File: config.mk
export PLATFORM = sky130hd
export DESIGN_NAME = lcdc_top
export DESIGN_NICKNAME = d
export VERILOG_FILES = /design/src/lcdc_pkg.sv /design/src/lcdc_frame_div.sv /design/src/lcdc_top.sv
export SDC_FILE = /design/constraint.sdc
export NUM_CORES = 1
export LEC_CHECK = 0
export BUFFER_PORTS_ARGS = -buffer_cell sky130_fd_sc_hd__buf_2
export CAP_MARGIN = 10
export CORE_ASPECT_RATIO = 0.7
export CORE_UTILIZATION = 44
export DETAILED_ROUTE_END_ITERATION = 12
export HOLD_SLACK_MARGIN = 0.1
export PLACE_DENSITY = 0.79
export SETUP_SLACK_MARGIN = 0.02
export SLEW_MARGIN = 0
export SYNTH_ARGS = -nofsm -noshare
export SYNTH_HDL_FRONTEND = slang
export SYNTH_SLANG_ARGS = --single-unit
File: constraint.sdc
create_clock -name clk -period 1.85 [get_ports clk]
set_input_delay 0.0925 -clock clk [delete_from_list [all_inputs] [get_ports clk]]
set_output_delay 0.0925 -clock clk [all_outputs]
set_load 0.005 [all_outputs]
File: src/lcdc_pkg.sv
// shared constants for the lcd control decode block
package lcdc_pkg;
    localparam int LCDC_PORT_PINS = 8;
    localparam int LCDC_SCAN_LINES = 6;
    localparam int LCDC_DATA_BITS = 32;
    localparam logic [1:0] LCDC_P9_LOW = 2'h0;
    localparam logic [1:0] LCDC_P9_HIGH = 2'h1;
    localparam logic [1:0] LCDC_P9_CLK = 2'h2;
    localparam logic [1:0] LCDC_P9_SEG = 2'h3;
    localparam logic [2:0] LCDC_FD_768 = 3'h3;
    localparam logic [2:0] LCDC_FD_576 = 3'h7;
    localparam logic [2:0] LCDC_FD_384 = 3'h0;
    localparam logic [2:0] LCDC_FD_288 = 3'h4;
    localparam logic [2:0] LCDC_FD_192 = 3'h2;
    localparam logic [9:0] LCDC_DIV_768 = 10'h300;
    localparam logic [9:0] LCDC_DIV_576 = 10'h240;
    localparam logic [9:0] LCDC_DIV_384 = 10'h180;
    localparam logic [9:0] LCDC_DIV_288 = 10'h120;
    localparam logic [9:0] LCDC_DIV_192 = 10'h0C0;
    localparam logic [2:0] LCDC_CT_MAX = 3'h6;
    localparam logic [2:0] LCDC_FD_RST = 3'h0;
    localparam logic [2:0] LCDC_CT_RST = 3'h0;
    localparam logic [3:0] LCDC_PC_RST = 4'h0;
    localparam logic [3:0] LCDC_PC_MAX = 4'h8;
    typedef enum logic [1:0] {LCDC_RUN, LCDC_SLEEP, LCDC_HELD} lcdc_mode_t;
endpackage : lcdc_pkg

File: src/lcdc_frame_div.sv
// frame-rate divider and half-rate clock generator
`timescale 1ns/10ps
module lcdc_frame_div
    import lcdc_pkg::*;
(
    input  wire logic       clk,
    input  wire logic       rst,
    input  wire logic       ce,
    input  wire logic       run,
    input  wire logic [9:0] div_ratio,
    output logic            half_clk,
    output logic            frame_tick
);
    logic [9:0] cnt_r;
    logic [9:0] cnt_nxt;
    logic       half_r;
    logic       half_nxt;
    logic       tick_r;
    logic       tick_nxt;

    always_comb begin
        cnt_nxt  = cnt_r;
        half_nxt = half_r;
        tick_nxt = 1'b0;
        if (!run) begin
            cnt_nxt  = 10'h000;
            half_nxt = 1'b0;
        end else begin
            half_nxt = ~half_r;
            if (cnt_r >= div_ratio - 10'h001) begin
                cnt_nxt  = 10'h000;
                tick_nxt = 1'b1;
            end else begin
                cnt_nxt = cnt_r + 10'h001;
            end
        end
    end

    always_ff @(posedge clk or posedge rst) begin
        if (rst) begin
            cnt_r  <= 10'h000;
            half_r <= 1'b0;
            tick_r <= 1'b0;
        end else if (ce) begin
            cnt_r  <= cnt_nxt;
            half_r <= half_nxt;
            tick_r <= tick_nxt;
        end
    end

    assign half_clk   = half_r;
    assign frame_tick = tick_r;

    tick_gap_a: assert property (@(posedge clk) disable iff (rst)
        (ce && run && tick_r && div_ratio == LCDC_DIV_192) ##1 ce [*3]
        |-> !tick_r)
        else $error("frame tick came too early");
endmodule : lcdc_frame_div

File: src/lcdc_top.sv
// control field decode for an lcd segment driver with key scan
`timescale 1ns/10ps
// Contract
// - Source select 0 runs the RC oscillator, 1 takes an external clock.
// - Shared pin select codes give low, high, clock over two, or segment.
// - The shared pin never shows the divided clock while asleep.
// - Any sleep bit set stops the clocks and drives the segment outputs low.
// - Standby scan levels by code are all, sixth, fifth and sixth, all.
// - Allocation keeps both scan pins, or makes one or both segments.
// - Port count n turns the first n of eight low segment pins into ports.
// - A port pin follows display bit 4k-3 or 3k-2 by drive phase.
// - Segment blank drives off waveforms instead of stopping segments.
// - With scan enabled a press on a high scan line starts a scan.
// - Scan disable stops scans, clears keys and request, sets data out.
// - Frame bits pick division by 768, 576, 384, 288 or 192.
// - Contrast code 0 to 6 lowers the top drive level in seven steps.
// - Reset pin low stops scan and clocks, clears keys, display off.
// - Control transfers are still taken while the reset pin is low.
module lcdc_top
    import lcdc_pkg::*;
#(
    parameter int PINS  = LCDC_PORT_PINS,
    parameter int LINES = LCDC_SCAN_LINES
) (
    input  wire logic                      clk,
    input  wire logic                      rst,
    input  wire logic                      ce,
    input  wire logic                      reset_pin_n,
    input  wire logic                      xfer_done,
    input  wire logic                      osc_source_select,
    input  wire logic                      shared_pin_sel_a,
    input  wire logic                      shared_pin_sel_b,
    input  wire logic                      sleep_ctrl_a,
    input  wire logic                      sleep_ctrl_b,
    input  wire logic                      scan_pin_alloc_a,
    input  wire logic                      scan_pin_alloc_b,
    input  wire logic [3:0]                port_count,
    input  wire logic                      segment_blank,
    input  wire logic                      key_scan_disable,
    input  wire logic [2:0]                frame_div,
    input  wire logic [2:0]                contrast,
    input  wire logic                      three_phase,
    input  wire logic [LCDC_DATA_BITS-1:0] disp_data,
    input  wire logic [LINES-1:0]          key_pressed,
    input  wire logic                      read_req_in,
    output logic                           rc_osc_run,
    output logic                           ext_clk_accept,
    output logic                           shared_port_nine,
    output logic                           p9_is_segment,
    output logic [LINES-1:0]               scan_level,
    output logic                           scan_line_one_is_seg,
    output logic                           scan_line_two_is_seg,
    output logic [PINS-1:0]                port_mode,
    output logic [PINS-1:0]                port_level,
    output logic                           seg_drive_low,
    output logic                           seg_off_wave,
    output logic                           scan_start,
    output logic                           key_data_clear,
    output logic                           read_req,
    output logic                           data_out,
    output logic                           frame_tick,
    output logic [2:0]                     contrast_step
);
    logic             osc_r, osc_nxt;
    logic [1:0]       p9_r, p9_nxt;
    logic [1:0]       slp_r, slp_nxt;
    logic [1:0]       kal_r, kal_nxt;
    logic [3:0]       pc_r, pc_nxt;
    logic             blank_r, blank_nxt;
    logic             ksd_r, ksd_nxt;
    logic [2:0]       fd_r, fd_nxt;
    logic [2:0]       ct_r, ct_nxt;
    logic             half_clk;
    logic [9:0]       div_ratio;
    lcdc_mode_t       mode;
    logic [LINES-1:0] scan_lv_r, scan_lv_nxt;
    logic [PINS-1:0]  pmode_r, pmode_nxt;
    logic [PINS-1:0]  plev_r, plev_nxt;
    logic             p9_out_r, p9_out_nxt;
    logic             scan_r, scan_nxt;
    logic             req_r, req_nxt;

    always_comb begin
        osc_nxt   = osc_r;
        p9_nxt    = p9_r;
        slp_nxt   = slp_r;
        kal_nxt   = kal_r;
        pc_nxt    = pc_r;
        blank_nxt = blank_r;
        ksd_nxt   = ksd_r;
        fd_nxt    = fd_r;
        ct_nxt    = ct_r;
        if (xfer_done) begin
            osc_nxt   = osc_source_select;
            p9_nxt    = {shared_pin_sel_b, shared_pin_sel_a};
            slp_nxt   = {sleep_ctrl_b, sleep_ctrl_a};
            kal_nxt   = {scan_pin_alloc_a, scan_pin_alloc_b};
            blank_nxt = segment_blank;
            ksd_nxt   = key_scan_disable;
            // counts above eight clamp to all eight pins
            pc_nxt = (port_count > LCDC_PC_MAX) ? LCDC_PC_MAX : port_count;
            if (frame_div == LCDC_FD_768 || frame_div == LCDC_FD_576 ||
                frame_div == LCDC_FD_384 || frame_div == LCDC_FD_288 ||
                frame_div == LCDC_FD_192) begin
                fd_nxt = frame_div;
            end
            if (contrast <= LCDC_CT_MAX) begin
                ct_nxt = contrast;
            end
        end
    end

    always_ff @(posedge clk or posedge rst) begin
        if (rst) begin
            osc_r   <= 1'b0;
            p9_r    <= LCDC_P9_LOW;
            slp_r   <= 2'h0;
            kal_r   <= 2'h0;
            pc_r    <= LCDC_PC_RST;
            blank_r <= 1'b0;
            ksd_r   <= 1'b0;
            fd_r    <= LCDC_FD_RST;
            ct_r    <= LCDC_CT_RST;
        end else if (ce) begin
            osc_r   <= osc_nxt;
            p9_r    <= p9_nxt;
            slp_r   <= slp_nxt;
            kal_r   <= kal_nxt;
            pc_r    <= pc_nxt;
            blank_r <= blank_nxt;
            ksd_r   <= ksd_nxt;
            fd_r    <= fd_nxt;
            ct_r    <= ct_nxt;
        end
    end

    // held while reset pin low, else sleep when any sleep bit set
    always_comb begin
        if (!reset_pin_n) begin
            mode = LCDC_HELD;
        end else if (slp_r != 2'h0) begin
            mode = LCDC_SLEEP;
        end else begin
            mode = LCDC_RUN;
        end
    end

    always_comb begin
        case (fd_r)
            LCDC_FD_768: div_ratio = LCDC_DIV_768;
            LCDC_FD_576: div_ratio = LCDC_DIV_576;
            LCDC_FD_288: div_ratio = LCDC_DIV_288;
            LCDC_FD_192: div_ratio = LCDC_DIV_192;
            default:     div_ratio = LCDC_DIV_384;
        endcase
    end

    lcdc_frame_div u_div (
        .clk        (clk),
        .rst        (rst),
        .ce         (ce),
        .run        (mode == LCDC_RUN),
        .div_ratio  (div_ratio),
        .half_clk   (half_clk),
        .frame_tick (frame_tick)
    );

    always_comb begin
        scan_lv_nxt = '1;
        pmode_nxt   = '0;
        plev_nxt    = '0;
        p9_out_nxt  = 1'b0;
        scan_nxt    = 1'b0;
        req_nxt     = read_req_in;
        case (mode)
            LCDC_HELD: begin
                scan_lv_nxt = '0;
                req_nxt     = 1'b0;
            end
            LCDC_SLEEP: begin
                case (slp_r)
                    2'h2:    scan_lv_nxt = {1'b1, {(LINES-1){1'b0}}};
                    2'h1:    scan_lv_nxt = {2'h3, {(LINES-2){1'b0}}};
                    default: scan_lv_nxt = '1;
                endcase
                p9_out_nxt = (p9_r == LCDC_P9_HIGH);
            end
            default: begin
                case (p9_r)
                    LCDC_P9_HIGH: p9_out_nxt = 1'b1;
                    LCDC_P9_CLK:  p9_out_nxt = half_clk;
                    default:      p9_out_nxt = 1'b0;
                endcase
            end
        endcase
        if (mode != LCDC_HELD) begin
            for (int k = 0; k < PINS; k++) begin
                pmode_nxt[k] = (k < int'(pc_r));
                plev_nxt[k] = pmode_nxt[k] &
                    (three_phase ? disp_data[3*k] : disp_data[4*k]);
            end
            // scan on press on a high line
            scan_nxt = !ksd_r && |(key_pressed & scan_lv_nxt);
            if (ksd_r) begin
                req_nxt = 1'b0;
            end
        end
    end

    always_ff @(posedge clk or posedge rst) begin
        if (rst) begin
            scan_lv_r <= '0;
            pmode_r   <= '0;
            plev_r    <= '0;
            p9_out_r  <= 1'b0;
            scan_r    <= 1'b0;
            req_r     <= 1'b0;
        end else if (ce) begin
            scan_lv_r <= scan_lv_nxt;
            pmode_r   <= pmode_nxt;
            plev_r    <= plev_nxt;
            p9_out_r  <= p9_out_nxt;
            scan_r    <= scan_nxt;
            req_r     <= req_nxt;
        end
    end

    assign rc_osc_run     = (mode == LCDC_RUN) && !osc_r;
    assign ext_clk_accept = (mode == LCDC_RUN) && osc_r;
    assign shared_port_nine = p9_out_r;
    assign p9_is_segment  = (mode != LCDC_HELD) && (p9_r == LCDC_P9_SEG);
    assign scan_level     = scan_lv_r;
    assign scan_line_one_is_seg = kal_r[1] | kal_r[0];
    assign scan_line_two_is_seg = kal_r[1];
    assign port_mode      = pmode_r;
    assign port_level     = plev_r;
    assign seg_drive_low  = (mode != LCDC_RUN);
    assign seg_off_wave   = (mode == LCDC_RUN) && blank_r;
    assign scan_start     = scan_r;
    assign key_data_clear = ksd_r || (mode == LCDC_HELD);
    assign read_req       = req_r;
    assign data_out       = ksd_r ? 1'b1 : !req_r;
    assign contrast_step  = ct_r;

    p9_sleep_a: assert property (@(posedge clk) disable iff (rst)
        (ce && mode == LCDC_SLEEP && p9_r == LCDC_P9_CLK)
        |=> !shared_port_nine)
        else $error("shared pin clocked while asleep");
    sleep_stop_a: assert property (@(posedge clk) disable iff (rst)
        (slp_r != 2'h0) |-> !rc_osc_run && !ext_clk_accept && seg_drive_low)
        else $error("clock ran during sleep");
    standby_lv_a: assert property (@(posedge clk) disable iff (rst)
        (ce && reset_pin_n && slp_r == 2'h2 && !xfer_done)
        |=> scan_level == {1'b1, {(LINES-1){1'b0}}})
        else $error("standby scan levels wrong");
    dis_dout_a: assert property (@(posedge clk) disable iff (rst)
        ksd_r |-> data_out && key_data_clear ##1 (!ce || !scan_start))
        else $error("scan disable not honoured");
    held_low_a: assert property (@(posedge clk) disable iff (rst)
        (ce && !reset_pin_n) |=> scan_level == '0 && port_mode == '0)
        else $error("reset pin hold failed");
    fd_keep_a: assert property (@(posedge clk) disable iff (rst)
        (ce && xfer_done && frame_div == 3'h6) |=> $stable(fd_r))
        else $error("reserved frame code accepted");
    // fields load only on transfer end
    hold_a: assert property (@(posedge clk) disable iff (rst)
        !xfer_done |=> $stable(p9_r) && $stable(pc_r) && $stable(kal_r))
        else $error("field changed without transfer");
    port_cnt_a: assert property (@(posedge clk) disable iff (rst)
        (ce && reset_pin_n && !xfer_done && pc_r == 4'h3) |=>
        port_mode == 8'h07)
        else $error("port count decode wrong");
endmodule : lcdc_top

# Word level (Yosys, flattened, before mapping)
# Index checks and enable logic that the tools add are counted.
# W data, S select, Z words.
dict set report word_totals {
  out_inout_bits 38
  word_cells 106
  inputBits 64
  ff_bits 56
}
dict set report op_classes {
  n_reduce_logical 21
  n_lt_le_gt_ge 11
  addsub 2
  muxes 27
  bitwise_logic 11
  eq_ne 16
}
# cell n
set op_table {}
lappend op_table {{$pmux W10 S4} 1}
lappend op_table {{$mux W10} 2}
lappend op_table {{$lt A3 B4 Y1 const A} 4}
lappend op_table {{$mux W1} 16}
lappend op_table {{$mux W8} 2}
lappend op_table {{$eq A3 B2 Y1 const B} 4}
lappend op_table {{$eq A3 B3 Y1 const B} 4}
lappend op_table {{$pmux W6 S2} 1}
lappend op_table {{$add A10 B1 Y10 const B} 1}
lappend op_table {{$ge A10 B10 Y1} 1}
lappend op_table {{$pmux W5 S2} 1}
lappend op_table {{$sub A10 B1 Y10 const B} 1}
lappend op_table {{$and A1 B1 Y1} 8}
lappend op_table {{$eq A2 B2 Y1 const B} 4}
lappend op_table {{$lt A1 B4 Y1 const A} 2}
lappend op_table {{$lt A2 B4 Y1 const A} 2}
lappend op_table {{$and A6 B6 Y6} 1}
lappend op_table {{$eq A2 B1 Y1 const B} 3}
lappend op_table {{$reduce_and A3 Y1} 2}
lappend op_table {{$reduce_or A6 Y1} 1}
lappend op_table {{$logic_and A1 B1 Y1} 5}
lappend op_table {{$logic_or A1 B1 Y1} 5}
lappend op_table {{$gt A4 B4 Y1 const B} 1}
lappend op_table {{$mux W4} 1}
lappend op_table {{other kinds (11)} 15}

# Logic depth before layout (Yosys ltp)
# Gate-level depths: netlist (run 1).
dict set report logic_depth {
  ltp_word 9
  depth_mapped 10
  depth_no_buf 9
}

# Modules after synthesis
# A second synthesis (run 1) with hierarchy kept.
dict set report unflattened {
  cells_unflattened 303
  area_unflattened_um2 3031.7
}
# module area_per_inst_um2 cells_per_inst seq_area_each_um2 n_inst
set by_module_without_submodules {}
lappend by_module_without_submodules {lcdc_top 1974.4 180 1026.0 1}
lappend by_module_without_submodules {lcdc_frame_div 1057.3 123 300.3 1}

# Worst setup path after synthesis (run 1)
# Ideal clock, no wire load.
dict set report synth_timing {
  path_kind {register -> register}
  startpoint {reg fd_r[0]}
  endpoint {reg u_div.cnt_r[2]}
  required_time_ps 1732
  arrival_ps 1722
  path_stages_with_launch 10
  setup_time_ps 118
  path_slack_ps 10
  cell_sequence {dfrtp_1 nand2b_1 nand3_1 o21ai_0 ha_1 nand4_1 o2111ai_4 buf_6 nor3_1 a21o_1}
}
dict set report synth_between {
  elab_chain_len 6
  word_cells_on_any_way 9
  cone_classes {add/sub (1); order compare (1); eq/ne (4); mux (3)}
}
# element line
set synth_lines {}
lappend synth_lines {{from (decl)} lcdc_top.sv:71} ;# logic [2:0] fd_r, fd_nxt;
lappend synth_lines {{from (signal assigned)} lcdc_top.sv:132} ;# fd_r <= fd_nxt;
lappend synth_lines {{$eq A3 B2 Y1 or $eq A3 B3 Y1 (tied branches)} lcdc_top.sv:149} ;# case (fd_r)
lappend synth_lines {{$pmux W10 S4 *} lcdc_top.sv:149}
lappend synth_lines {{$sub A10 B1 Y10 *} lcdc_frame_div.sv:30} ;# if (cnt_r >= div_ratio - 10'h001) begin
lappend synth_lines {{$ge A10 B10 Y1 *} lcdc_frame_div.sv:30}
lappend synth_lines {{$mux W10 *} lcdc_frame_div.sv:30}
lappend synth_lines {{$mux W10 *} lcdc_frame_div.sv:25} ;# if (!run) begin
lappend synth_lines {{to (signal assigned)} lcdc_frame_div.sv:45} ;# cnt_r <= cnt_nxt;
lappend synth_lines {{to (decl)} lcdc_frame_div.sv:14} ;# logic [9:0] cnt_r;
# Every way passes the cells marked *; elsewhere a longest branch is shown, timed or not.
# A chain may end at the register's enable or synchronous reset.

# Worst setup path after layout (run 1)
dict set report layout_timing {
  startpoint {reg fd_r[0]}
  endpoint {reg u_div.cnt_r[0]}
}
# The elaborated chain is that of the path after synthesis.

==> results of run 1 <==
## flip-flops by register name, indices dropped and copies added, names as in the netlist, 2 cells and up
register / cells
p9_r: 2
u_div.cnt_r: 10
fd_r: 3
contrast_step: 3
scan_level: 3
kal_r: 2
port_level: 8
port_mode: 8
pc_r: 4
slp_r: 2
## per-stage QoR
step	cells	power, W	util
after floorplan	270	0.00170	-
after global placement	424	0.00192	0.553
after detailed placement	424	0.00195	0.553
after CTS	472	0.00285	0.648
after global routing	473	0.00303	0.657
final	473	0.00287	0.657
## logic make-up (layout without fill, tap and decap cells)
logic type | count (synthesis) | in the layout | synth area share
compound gates | 69 | 70 | 0.165
xor+xnor | 3 | 3 | 0.00967
fa+ha+maj | 11 | 11 | 0.0507
buf+inv | 47 | 174 | 0.0732
flops | 53 | 53 | 0.488
mux | 22 | 22 | 0.0880
simple gates | 65 | 65 | 0.125
## power breakdown
part,leakage [nW],total (W),internal [W],switching (W)
clock network,0.0585,0.000797,0.000406,0.000391
registers,0.678,0.00137,0.00128,0.0000929
logic,1.15,0.000704,0.000379,0.000325
total,1.88,0.00287,0.00206,0.000809
## final timing paths
| path | endpoint | slack [ps] | depth (start not counted) |
|---|---|---|---|
| max in group asynchronous | fd_r[1]$_DFFE_PP0P_ | 880 | 4 |
| min in group asynchronous | port_mode[0]$_DFFE_PP0P_ | 500 | 4 |
| worst max-delay path | u_div.cnt_r[0]$_DFFE_PP0P_ | -150 | 9 |
| worst max register to register | u_div.cnt_r[0]$_DFFE_PP0P_ | -150 | 9 |
| worst min-delay path | u_div.cnt_r[2]$_DFFE_PP0P_ | 130 | 3 |
| worst min register to register | contrast_step[0]$_DFFE_PP0P_ | 500 | 1 |
## layer usage
| metal | track usage | part of all wire | up-vias | wire length, µm |
|---|---|---|---|---|
| li1 | - | - | 1198 | - |
| met1 | 0.297 | 0.46 | 1204 | 3130 |
| met2 | 0.362 | 0.49 | 66 | 3300 |
| met3 | 0.0484 | 0.048 | 6 | 329 |
| met4 | 0.0541 | 0.0044 | 0 | 30 |
| met5 | 0 | 0 | - | 0 |
## cells in the final DEF (no fill, tap or decap), types with 6 or more instances in the layout
| cell type | synthesis | routed |
|---|---|---|
| o22ai_1 | 9 | 8 |
| mux2_2 | 15 | 14 |
| dlygate4sd3_1 | 0 | 34 |
| inv_1 | 32 | 31 |
| buf_2 | 3 | 83 |
| nand2_1 | 19 | 19 |
| ha_1 | 11 | 10 |
| and3_1 | 6 | 6 |
| dfrtp_1 | 53 | 52 |
| nand3_1 | 7 | 6 |
| nor2_1 | 7 | 7 |
| mux2i_1 | 7 | 7 |
| nand2b_1 | 8 | 6 |
| o21ai_0 | 25 | 21 |
| buf_4 | 3 | 15 |
| a21oi_1 | 11 | 8 |
## worst max-delay path: stages (launching register included)
cell and delay, ps:
dfrtp_1 420, buf_4 140, nand2b_4 50, nand3_2 70, o21ai_2 50, ha_1 270
nand4_1 230, o2111ai_4 330, nor2_1 80, mux2_4 260
## final cells by class
cell class	instances	area [µm²]
timing repair buffer	134	891
inverter	32	120
fill	454	2000
tap	75	93.8
clock buffer	5	68.8
multi-input combinational	171	1290
sequential	53	1330
clock inverter	3	43.8
## timing repair
item                       CTS  global route
hold buffers                34             0
cloned                       1             0
setup endpoints to repair   10            12
setup buffers                5             1
hold endpoints to repair    79             0
pin swaps                    4            10
gates resized for setup     13            11
==> out/metrics.yaml, run 1 <==
placement:
  dpl_cell_area_um2: 3230
  place_congestion: 0.764
  hpwl_mm: 4.31
  pre_cts_ws_ps: -191
  numPortBuffers: 83
sta:
  min_period_ps: 2000
  setup_tns_ps: -940
  timing.fmax_ghz: 0.500
  fin_ws_ps: -149
  fin_skew_ps: 10.6
  max_slew_margin: 0.558
  worst_slew_pin_slew_ps: 662
  finalCritPeriodShare: 1.08
  rsz0062_at_grt: "true"
  maxSlewViolCount: 0
  finalHoldViolCount: 0
  whs_ps: 130
  final-setup-viol-count: 10
logic_synthesis:
  synth_edf_count: 0
  synth_most_common_cell: "dfrtp_1"
  postSynthAreaPerCell_um2: 10.1
  synth_cell_types: 44
  yosys-top-cells-count: "dfrtp_1 (53), inv_1 (32), o21ai_0 (25)"
  ys_async_sr_fraction: 1.00
  synth_seq_area_share: 0.488
  synthFlopType: "dfrtp_1"
  ys_ff_latch: 53
  synth_warnings: 0
  synth_area_um2: 2720
  synth_fp_nets: 345
  synthCells: 270
  yosys.area.top_type: "dfrtp_1"
  synth_top_area_share: 0.488
  synth.area.top_cells: "dfrtp_1 (49%), mux2_2 (6.2%), ha_1 (5.1%), o21ai_0 (4.6%), inv_1 (4.4%)"
finish:
  antenna_cells: 0
  stdcell_area_um2: 3840
  fin_nets: 472
  syn_to_final_growth_pct: 41.4
  layout-drive-gt1-share: 0.364
cts:
  tritoncts: "yes"
  cts_sinks: 53
  clk_pin_slew_ps: 100
  cts_buffers: 5
  root_buffer: "clkbuf_8"
  clock_latency_ps: 310
  clockBufferDepth: 2
  h-tree-depth: 2
detailed_routing:
  routedWlPerCell_um: 14.3
  ant_nets: 0
  num_vias: 2474
  drc: 0
  routed_wirelength_mm: 6.79
  via_per_inst: 5.23
  dr.pass1.iters: 4
  first_iter_violations: 131
worst_setup_path:
  regToRegStartpoint: "fd_r[0]$_DFFE_PP0P_"
  cp.arrival_ps: 2200
  critPathLaunchType: "register"
  critPathLaunch: "fd_r[0]$_DFFE_PP0P_"
  crit_fanout: 5
  crit_type: "reg2reg"
  cp.required_ps: 2050
  endpoint_kind: "register"
global_routing:
  grt_max_degree: 54
  grt_pass1_wl_mm: 10.9
  grt_pass1_vias: 2319
  grt_overflow: 0
  antenna_found_initial: 0
  globalRouteTotalUtil: 0.220
run_status:
  status: "finished with violations"
  violations: "negative setup slack"
floorplanning:
  die_area_um2: 6500
  coreArea_um2: 5840
  rows: 23
  die_w_um: 95.9
  floorplan.initialDensity: 0.465
  die_y_um: 67.7
  io_pins: 102
worst_hold_path:
  worstHoldStart: "ce"
  min_path_type: "in2reg"
power:
  power.density_nw_per_um2: 748
  p_leak_nw: 1.88
  ir_worst_vdd_v: 0.000346
run:
  maxCapViolations: 0
Note: power is estimated with default switching activity, not from simulation.
==> run 2: changes to the inputs <==
--- a/config.mk
+++ b/config.mk
@@ -8,6 +8,7 @@
 export BUFFER_PORTS_ARGS = -buffer_cell sky130_fd_sc_hd__buf_2
 export CAP_MARGIN = 10
 export CORE_ASPECT_RATIO = 0.7
+export CORE_MARGIN = 2
 export CORE_UTILIZATION = 44
 export DETAILED_ROUTE_END_ITERATION = 12
 export HOLD_SLACK_MARGIN = 0.1
==> run 2 against run 1 <==
Against the previous run: the run still ends with negative setup slack left; setup slack got worse by 81 ps; non-clock buffer count increased by 6; sequential share of layout area about the same; register-to-register slack got worse by 80 ps; count of clock-buffer cells in the layout rose by 1; maximum frequency shrank 3.9%; critical path depth unchanged; sequential power hardly changed.
==> out/metrics.yaml, run 2 (same netlist as run 1, synthesis figures left out) <==
run_status:
  status: "finished with violations"  # unchanged
  violations: "negative setup slack"  # unchanged
power:
  p_leak_nw: 1.89  # was 1.88 nW
  power_frac_comb: 0.250  # was 0.245
  p_seq_frac: 0.497  # was 0.477
  sw_frac_of_total: 0.291  # was 0.282
  p_sw_w: 0.000800  # was 0.000809 W
  power.share.clock: 0.252  # was 0.277
  intPower_w: 0.00195  # was 0.00206 W
  ir_worst_vdd_v: 0.000434  # was 0.000346 V
  power.density_nw_per_um2: 716  # was 748 nW/µm²
detailed_routing:
  drc: 0  # unchanged
  num_vias: 2499  # was 2474
  routedWlPerCell_um: 14.8  # was 14.3 µm
  ant_nets: 0  # unchanged
  dr.pass1.iters: 4  # unchanged
  via_per_inst: 5.22  # was 5.23
  first_iter_violations: 151  # was 131
  routed_wirelength_mm: 7.09  # was 6.79 mm
floorplanning:
  coreArea_um2: 5840  # unchanged
  rows: 23  # unchanged
  die_w_um: 97.9  # was 95.9 µm
  die_area_um2: 6830  # was 6500 µm²
  floorplan.initialDensity: 0.465  # unchanged
  io_pins: 102  # unchanged
  die_y_um: 69.7  # was 67.7 µm
worst_hold_path:
  worstHoldStart: "disp_data[21]"  # was ce
  hold_end: "port_level[7]$_DFFE_PP0P_"  # was u_div.cnt_r[2]$_DFFE_PP0P_
  hold-path-cell-count: 3  # unchanged
  min_path_type: "in2reg"  # unchanged
cts:
  tritoncts: "yes"  # unchanged
  root_buffer: "clkbuf_8"  # unchanged
  clockBufferDepth: 2  # unchanged
  clk_pin_slew_ps: 100  # about the same
  cts_buffers: 5  # unchanged
  clock_latency_ps: 310  # about the same
  cts_sinks: 53  # unchanged
  h-tree-depth: 2  # unchanged
worst_setup_path:
  cp.required_ps: 2050  # about the same
  crit_slowest_cell: "dfrtp_1"  # unchanged
  crit_chain: "nand2b_1 -> nand3_2 -> o21ai_1 -> ha_1 -> nand4_1 -> buf_4 -> o2111ai_4 -> buf_6 -> o22ai_1"  # was buf_4 -> nand2b_4 -> nand3_2 -> o21ai_2 -> ha_1 -> nand4_1 -> o2111ai_4 -> nor2_1 -> mux2_4
  cp.arrival_ps: 2280  # was 2200 ps
  rrSetupSlack_ps: -230  # was -150 ps
  crit_type: "reg2reg"  # unchanged
  critPathLaunch: "fd_r[0]$_DFFE_PP0P_"  # unchanged
  crit_fanout: 5  # unchanged
  reg2reg_depth: 9  # unchanged
  regToRegStartpoint: "fd_r[0]$_DFFE_PP0P_"  # unchanged
  critPathLaunchType: "register"  # unchanged
  crit_family: "simple AND/OR/NAND/NOR gates"  # unchanged
  path_buf_inv: 2  # was 1
  rr_endpoint: "u_div.cnt_r[1]$_DFFE_PP0P_"  # was u_div.cnt_r[0]$_DFFE_PP0P_
  endpoint_kind: "register"  # unchanged
  max_stage_delay_ps: 410  # was 420 ps
sta:
  worst_slew_pin_slew_ps: 415  # was 662 ps
  rsz0062_at_grt: "true"  # unchanged
  maxSlewViolCount: 0  # unchanged
  finalCritPeriodShare: 1.12  # was 1.08
  min_period_ps: 2080  # was 2000 ps
  max_slew_margin: 0.723  # was 0.558
  timing.fmax_ghz: 0.481  # was 0.500 GHz
  fin_ws_ps: -230  # was -149 ps
  fin_skew_ps: 9.11  # was 10.6 ps
  final-setup-viol-count: 11  # was 10
  finalHoldViolCount: 0  # unchanged
finish:
  syn_to_final_growth_pct: 41.5  # was 41.4%
  fin_nets: 478  # was 472
  utilization: 0.658  # was 0.657
  layout-drive-gt1-share: 0.359  # was 0.364
  final_common_cell: "buf_2"  # unchanged
  num-fill-cells: 433  # was 454
  final_cell_mix: "buf_2 (83), dfrtp_1 (52), dlygate4sd3_1 (34)"  # unchanged
  antenna_cells: 0  # unchanged
  largest_register_ffs: 10  # unchanged
  top_register: "u_div.cnt_r"  # unchanged
global_routing:
  grt_pass1_wl_mm: 11.3  # was 10.9 mm
  grt_overflow: 0  # unchanged
  globalRouteTotalUtil: 0.206  # was 0.220
  grt_max_degree: 54  # unchanged
  grt_pass1_vias: 2375  # was 2319
  antenna_found_initial: 0  # unchanged
placement:
  place_congestion: 0.830  # was 0.764
  pre_cts_ws_ps: -244  # was -191 ps
  numPortBuffers: 83  # unchanged
  hpwl_mm: 4.25  # was 4.31 mm
run:
  maxCapViolations: 0  # unchanged
run 2: power by group through the flow:
| stage | Combinational [W] | Clock (W) | Sequential (W) |
|---|---|---|---|
| floorplan | 0.000320 | 0 | 0.00138 |
| global placement | 0.000539 | 0 | 0.00138 |
| detailed placement | 0.000554 | 0 | 0.00139 |
| CTS | 0.000652 | 0.000704 | 0.00136 |
| global route | 0.000763 | 0.000750 | 0.00138 |
| finish | 0.000689 | 0.000695 | 0.00137 |
run 2: how the worst max path moves through the flow:
stage	end	slack, ps	depth (start not counted)
6_report	u_div.cnt_r[1]$_DFFE_PP0P_	-230	9
3_3_place_gp	u_div.cnt_r[0]$_DFFE_PP0P_	-110	8
2_1_floorplan	u_div.cnt_r[2]$_DFFE_PP0P_	30	9
4_1_cts	u_div.cnt_r[2]$_DFFE_PP0P_	-130	9
3_5_place_dp	u_div.cnt_r[4]$_DFFE_PP0P_	-240	8
5_1_grt	u_div.cnt_r[4]$_DFFE_PP0P_	-300	9
run 2: area by class of cell:
| class | instances | area (µm²) | share of cell area |
|---|---|---|---|
| Tap cell | 75 | 93.8 | 0.0244 |
| Sequential cell | 53 | 1330 | 0.345 |
| Timing Repair Buffer | 140 | 952 | 0.248 |
| Clock inverter | 2 | 13.8 | 0.00358 |
| Inverter | 32 | 120 | 0.0312 |
| Multi-Input combinational cell | 171 | 1250 | 0.326 |
| Clock buffer | 6 | 82.6 | 0.0215 |
run 2: per-layer routing:
| metal | vias to the layer above | share of wire | GRT usage |
|---|---|---|---|
| li1 | 1206 | - | - |
| met1 | 1190 | 0.44 | 0.272 |
| met2 | 90 | 0.48 | 0.333 |
| met3 | 13 | 0.066 | 0.0474 |
| met4 | 0 | 0.018 | 0.0725 |
| met5 | - | 0 | 0 |
run 2: metrics by stage:
stage | instances | area [µm²] | hold slack, ps | power (W) | setup TNS [ps]
detailed placement | 424 | 3240 | 160 | 0.00194 | -1270
CTS | 476 | 3800 | 106 | 0.00272 | -875
global placement | 424 | 3240 | 164 | 0.00192 | -464
floorplan | 270 | 2720 | 219 | 0.00170 | 0
global route | 479 | 3840 | 117 | 0.00290 | -2940
finish | 479 | 3840 | 112 | 0.00275 | -1990
run 2: what timing repair did:
action / CTS / global route
hold endpoints to repair: 79 / 0
pin swaps: 6 / 6
gates resized for setup: 9 / 6
cloned: 1 / 0
endpoints found under the setup margin: 10 / 12
hold buffers: 34 / 0
buffers inserted: 9 / 3
run 2: tightest hold or removal path: cells and delay by family:
kind                   cells  cell delay, ps
AO/OA/AOI/OAI              1             130
buffers and inverters      1              80
multiplexers               1              60
==> run 3: changes to the inputs <==
--- a/config.mk
+++ b/config.mk
@@ -6,13 +6,12 @@
 export NUM_CORES = 1
 export LEC_CHECK = 0
 export BUFFER_PORTS_ARGS = -buffer_cell sky130_fd_sc_hd__buf_2
-export CAP_MARGIN = 10
 export CORE_ASPECT_RATIO = 0.7
 export CORE_MARGIN = 2
-export CORE_UTILIZATION = 44
+export CORE_UTILIZATION = 52
 export DETAILED_ROUTE_END_ITERATION = 12
 export HOLD_SLACK_MARGIN = 0.1
-export PLACE_DENSITY = 0.79
+export PLACE_DENSITY = 0.87
 export SETUP_SLACK_MARGIN = 0.02
 export SLEW_MARGIN = 0
 export SYNTH_ARGS = -nofsm -noshare
==> constraint.sdc (replaced) <==
create_clock -name clk -period 2.5 [get_ports clk]
set_input_delay 0.125 -clock clk [delete_from_list [all_inputs] [get_ports clk]]
set_output_delay 0.125 -clock clk [all_outputs]
set_load 0.005 [all_outputs]
==> run 3 against run 2 <==
Against the previous run: the flow now finishes without violations; largest cell class unchanged; largest power group unchanged; critical path type unchanged; register-to-register slack better by 570 ps; combinational power shrank 38%; clock skew shrank 2.9 ps.
==> out/metrics.yaml, run 3 (same netlist as run 1, synthesis figures left out) <==
run_status:
  status: "finished clean"  # was finished with violations
detailed_routing:
  ant_nets: 0  # unchanged
  first_iter_violations: 155  # was 151
  drc: 0  # unchanged
  routed_wirelength_mm: 6.90  # was 7.09 mm
  via_per_inst: 5.44  # was 5.22
  num_vias: 2410  # was 2499
  routedWlPerCell_um: 15.6  # was 14.8 µm
  dr.pass1.iters: 4  # unchanged
finish:
  top_register: "u_div.cnt_r"  # unchanged
  syn_to_final_growth_pct: 30.1  # was 41.5%
  num-fill-cells: 343  # was 433
  final_common_cell: "buf_2"  # unchanged
  multiInputGateArea_um2: 1190  # was 1250 µm²
  antenna_cells: 0  # unchanged
  stdcell_area_um2: 3530  # was 3840 µm²
  largest_register_ffs: 10  # unchanged
  final_cell_mix: "buf_2 (83), dfrtp_1 (53), inv_1 (31)"  # was buf_2 (83), dfrtp_1 (52), dlygate4sd3_1 (34)
  ff_latch_area_um2: 1330  # about the same
  layout-drive-gt1-share: 0.313  # was 0.359
  fin_nets: 448  # was 478
floorplanning:
  rows: 21  # was 23
  die_y_um: 64.5  # was 69.7 µm
  io_pins: 102  # unchanged
  die_area_um2: 5830  # was 6830 µm²
  floorplan.initialDensity: 0.553  # was 0.465
  coreArea_um2: 4910  # was 5840 µm²
  die_w_um: 90.4  # was 97.9 µm
global_routing:
  antenna_found_initial: 0  # unchanged
  grt_max_degree: 31  # was 54
  globalRouteTotalUtil: 0.252  # was 0.206
  grt_pass1_vias: 2485  # was 2375
  grt_pass1_wl_mm: 11.6  # was 11.3 mm
  grt_overflow: 0  # unchanged
sta:
  maxSlewViolCount: 0  # unchanged
  fin_skew_ps: 6.19  # was 9.11 ps
  max_slew_margin: 0.638  # was 0.723
  final-setup-viol-count: 0  # was 11
  whs_ps: 104  # was 112 ps
  fin_ws_ps: 338  # was -230 ps
  rsz0062_at_grt: "false"  # was true
  min_period_ps: 2160  # was 2080 ps
  timing.fmax_ghz: 0.463  # was 0.481 GHz
  finalHoldViolCount: 0  # unchanged
  worst_slew_pin_slew_ps: 542  # was 415 ps
  finalCritPeriodShare: 0.865  # was 1.12
  setup_tns_ps: 0  # was -1990 ps
cts:
  root_buffer: "clkbuf_8"  # unchanged
  h-tree-depth: 2  # unchanged
  cts_buffers: 5  # unchanged
  clk_pin_slew_ps: 100  # about the same
  clock_latency_ps: 310  # about the same
  clockBufferDepth: 2  # unchanged
  tritoncts: "yes"  # unchanged
  cts_sinks: 53  # unchanged
  cts_setup_buffers: 0  # was 9
power:
  p_leak_nw: 1.76  # was 1.89 nW
  intPower_w: 0.00149  # was 0.00195 W
  p_sw_w: 0.000580  # was 0.000800 W
  power.share.clock: 0.302  # was 0.252
  power.density_nw_per_um2: 587  # was 716 nW/µm²
  p_seq_frac: 0.493  # was 0.497
  ir_worst_vdd_v: 0.000497  # was 0.000434 V
  sw_frac_of_total: 0.280  # was 0.291
  power_frac_comb: 0.205  # was 0.250
placement:
  hpwl_mm: 4.56  # was 4.25 mm
  dpl_cell_area_um2: 3170  # was 3240 µm²
  place_congestion: 0.797  # was 0.830
  pre_cts_ws_ps: 394  # was -244 ps
  numPortBuffers: 83  # unchanged
worst_setup_path:
  crit_fanout: 14  # was 5
  crit_slowest_cell: "dfrtp_1"  # unchanged
  endpoint_kind: "register"  # unchanged
  cp.arrival_ps: 2370  # was 2280 ps
  critPathLaunchType: "register"  # unchanged
  crit_chain: "nand2b_1 -> nand3_1 -> o21ai_0 -> ha_1 -> nand4_1 -> o2111ai_4 -> nor2_1 -> mux2_2"  # was nand2b_1 -> nand3_2 -> o21ai_1 -> ha_1 -> nand4_1 -> buf_4 -> o2111ai_4 -> buf_6 -> o22ai_1
  crit_type: "reg2reg"  # unchanged
  max_stage_delay_ps: 450  # was 410 ps
  cp.required_ps: 2700  # was 2050 ps
worst_hold_path:
  min_path_type: "in2reg"  # unchanged
run:
  maxCapViolations: 0  # unchanged
## run 3: cell types whose count changed in the layout (fill, tap and decap cells not counted), moves of 2 or more
| cell | delta |
|---|---|
| buf_4 | -15 |
| buf_6 | -3 |
| dlygate4sd3_1 | -10 |
| o21ai_0 | +2 |
| o21ai_1 | -2 |
## run 3: cell type report
cell class                 count  share of cell area
clock buffer                   6              0.0234
clock inverter                 2              0.0117
inverter                      32              0.0340
multi-input combinational    170               0.337
sequential                    53               0.375
tap                           69              0.0244
timing repair buffer         111               0.194
## run 3: critical path, delay by kind of cell (launching register included)
family / cells / cell delay (ps)
multiplexers: 1 / 270
adder cells (fa/ha/maj): 1 / 290
AO/OA/AOI/OAI: 2 / 530
AND/OR/NAND/NOR: 4 / 510
flip-flops: 1 / 450
## run 3: metal layers
layer  global-route usage  wire length (µm)
met5                    0                 0
met1                0.314              2950
met3               0.0733               368
met2                0.430              3420
met4               0.0788               159
## run 3: final timing paths
kind	slack, ps	end	depth (start not counted)	from
min in group asynchronous	400	port_mode[0]$_DFFE_PP0P_	3	rst
max in group asynchronous	1480	p9_r[0]$_DFFE_PP0P_	4	rst
min	100	port_level[5]$_DFFE_PP0P_	3	disp_data[15]
max reg2reg	340	u_div.cnt_r[0]$_DFFE_PP0P_	8	fd_r[0]$_DFFE_PP0P_
min reg2reg	490	contrast_step[0]$_DFFE_PP0P_	1	contrast_step[0]$_DFFE_PP0P_
max	340	u_div.cnt_r[0]$_DFFE_PP0P_	8	fd_r[0]$_DFFE_PP0P_
## run 3: power by group through the flow
stage | clock network (W) | logic [W] | registers, W
floorplan | 0 | 0.000237 | 0.00102
global placement | 0 | 0.000368 | 0.00103
detailed placement | 0 | 0.000388 | 0.00103
global route | 0.000681 | 0.000474 | 0.00104
CTS | 0.000635 | 0.000421 | 0.00102
finish | 0.000625 | 0.000426 | 0.00102
## run 3: stage by stage
| stage | power (W) | std cells | utilization |
|---|---|---|---|
| floorplan | 0.00126 | 270 | - |
| global route | 0.00219 | 443 | 0.719 |
| global placement | 0.00139 | 411 | 0.645 |
| detailed placement | 0.00142 | 411 | 0.645 |
| CTS | 0.00207 | 443 | 0.719 |
| finish | 0.00207 | 443 | 0.719 |
## run 3: what timing repair did
item,4_1_cts,5_1_grt
gates resized for setup,0,0
hold buffers,24,0
hold endpoints to repair,46,0
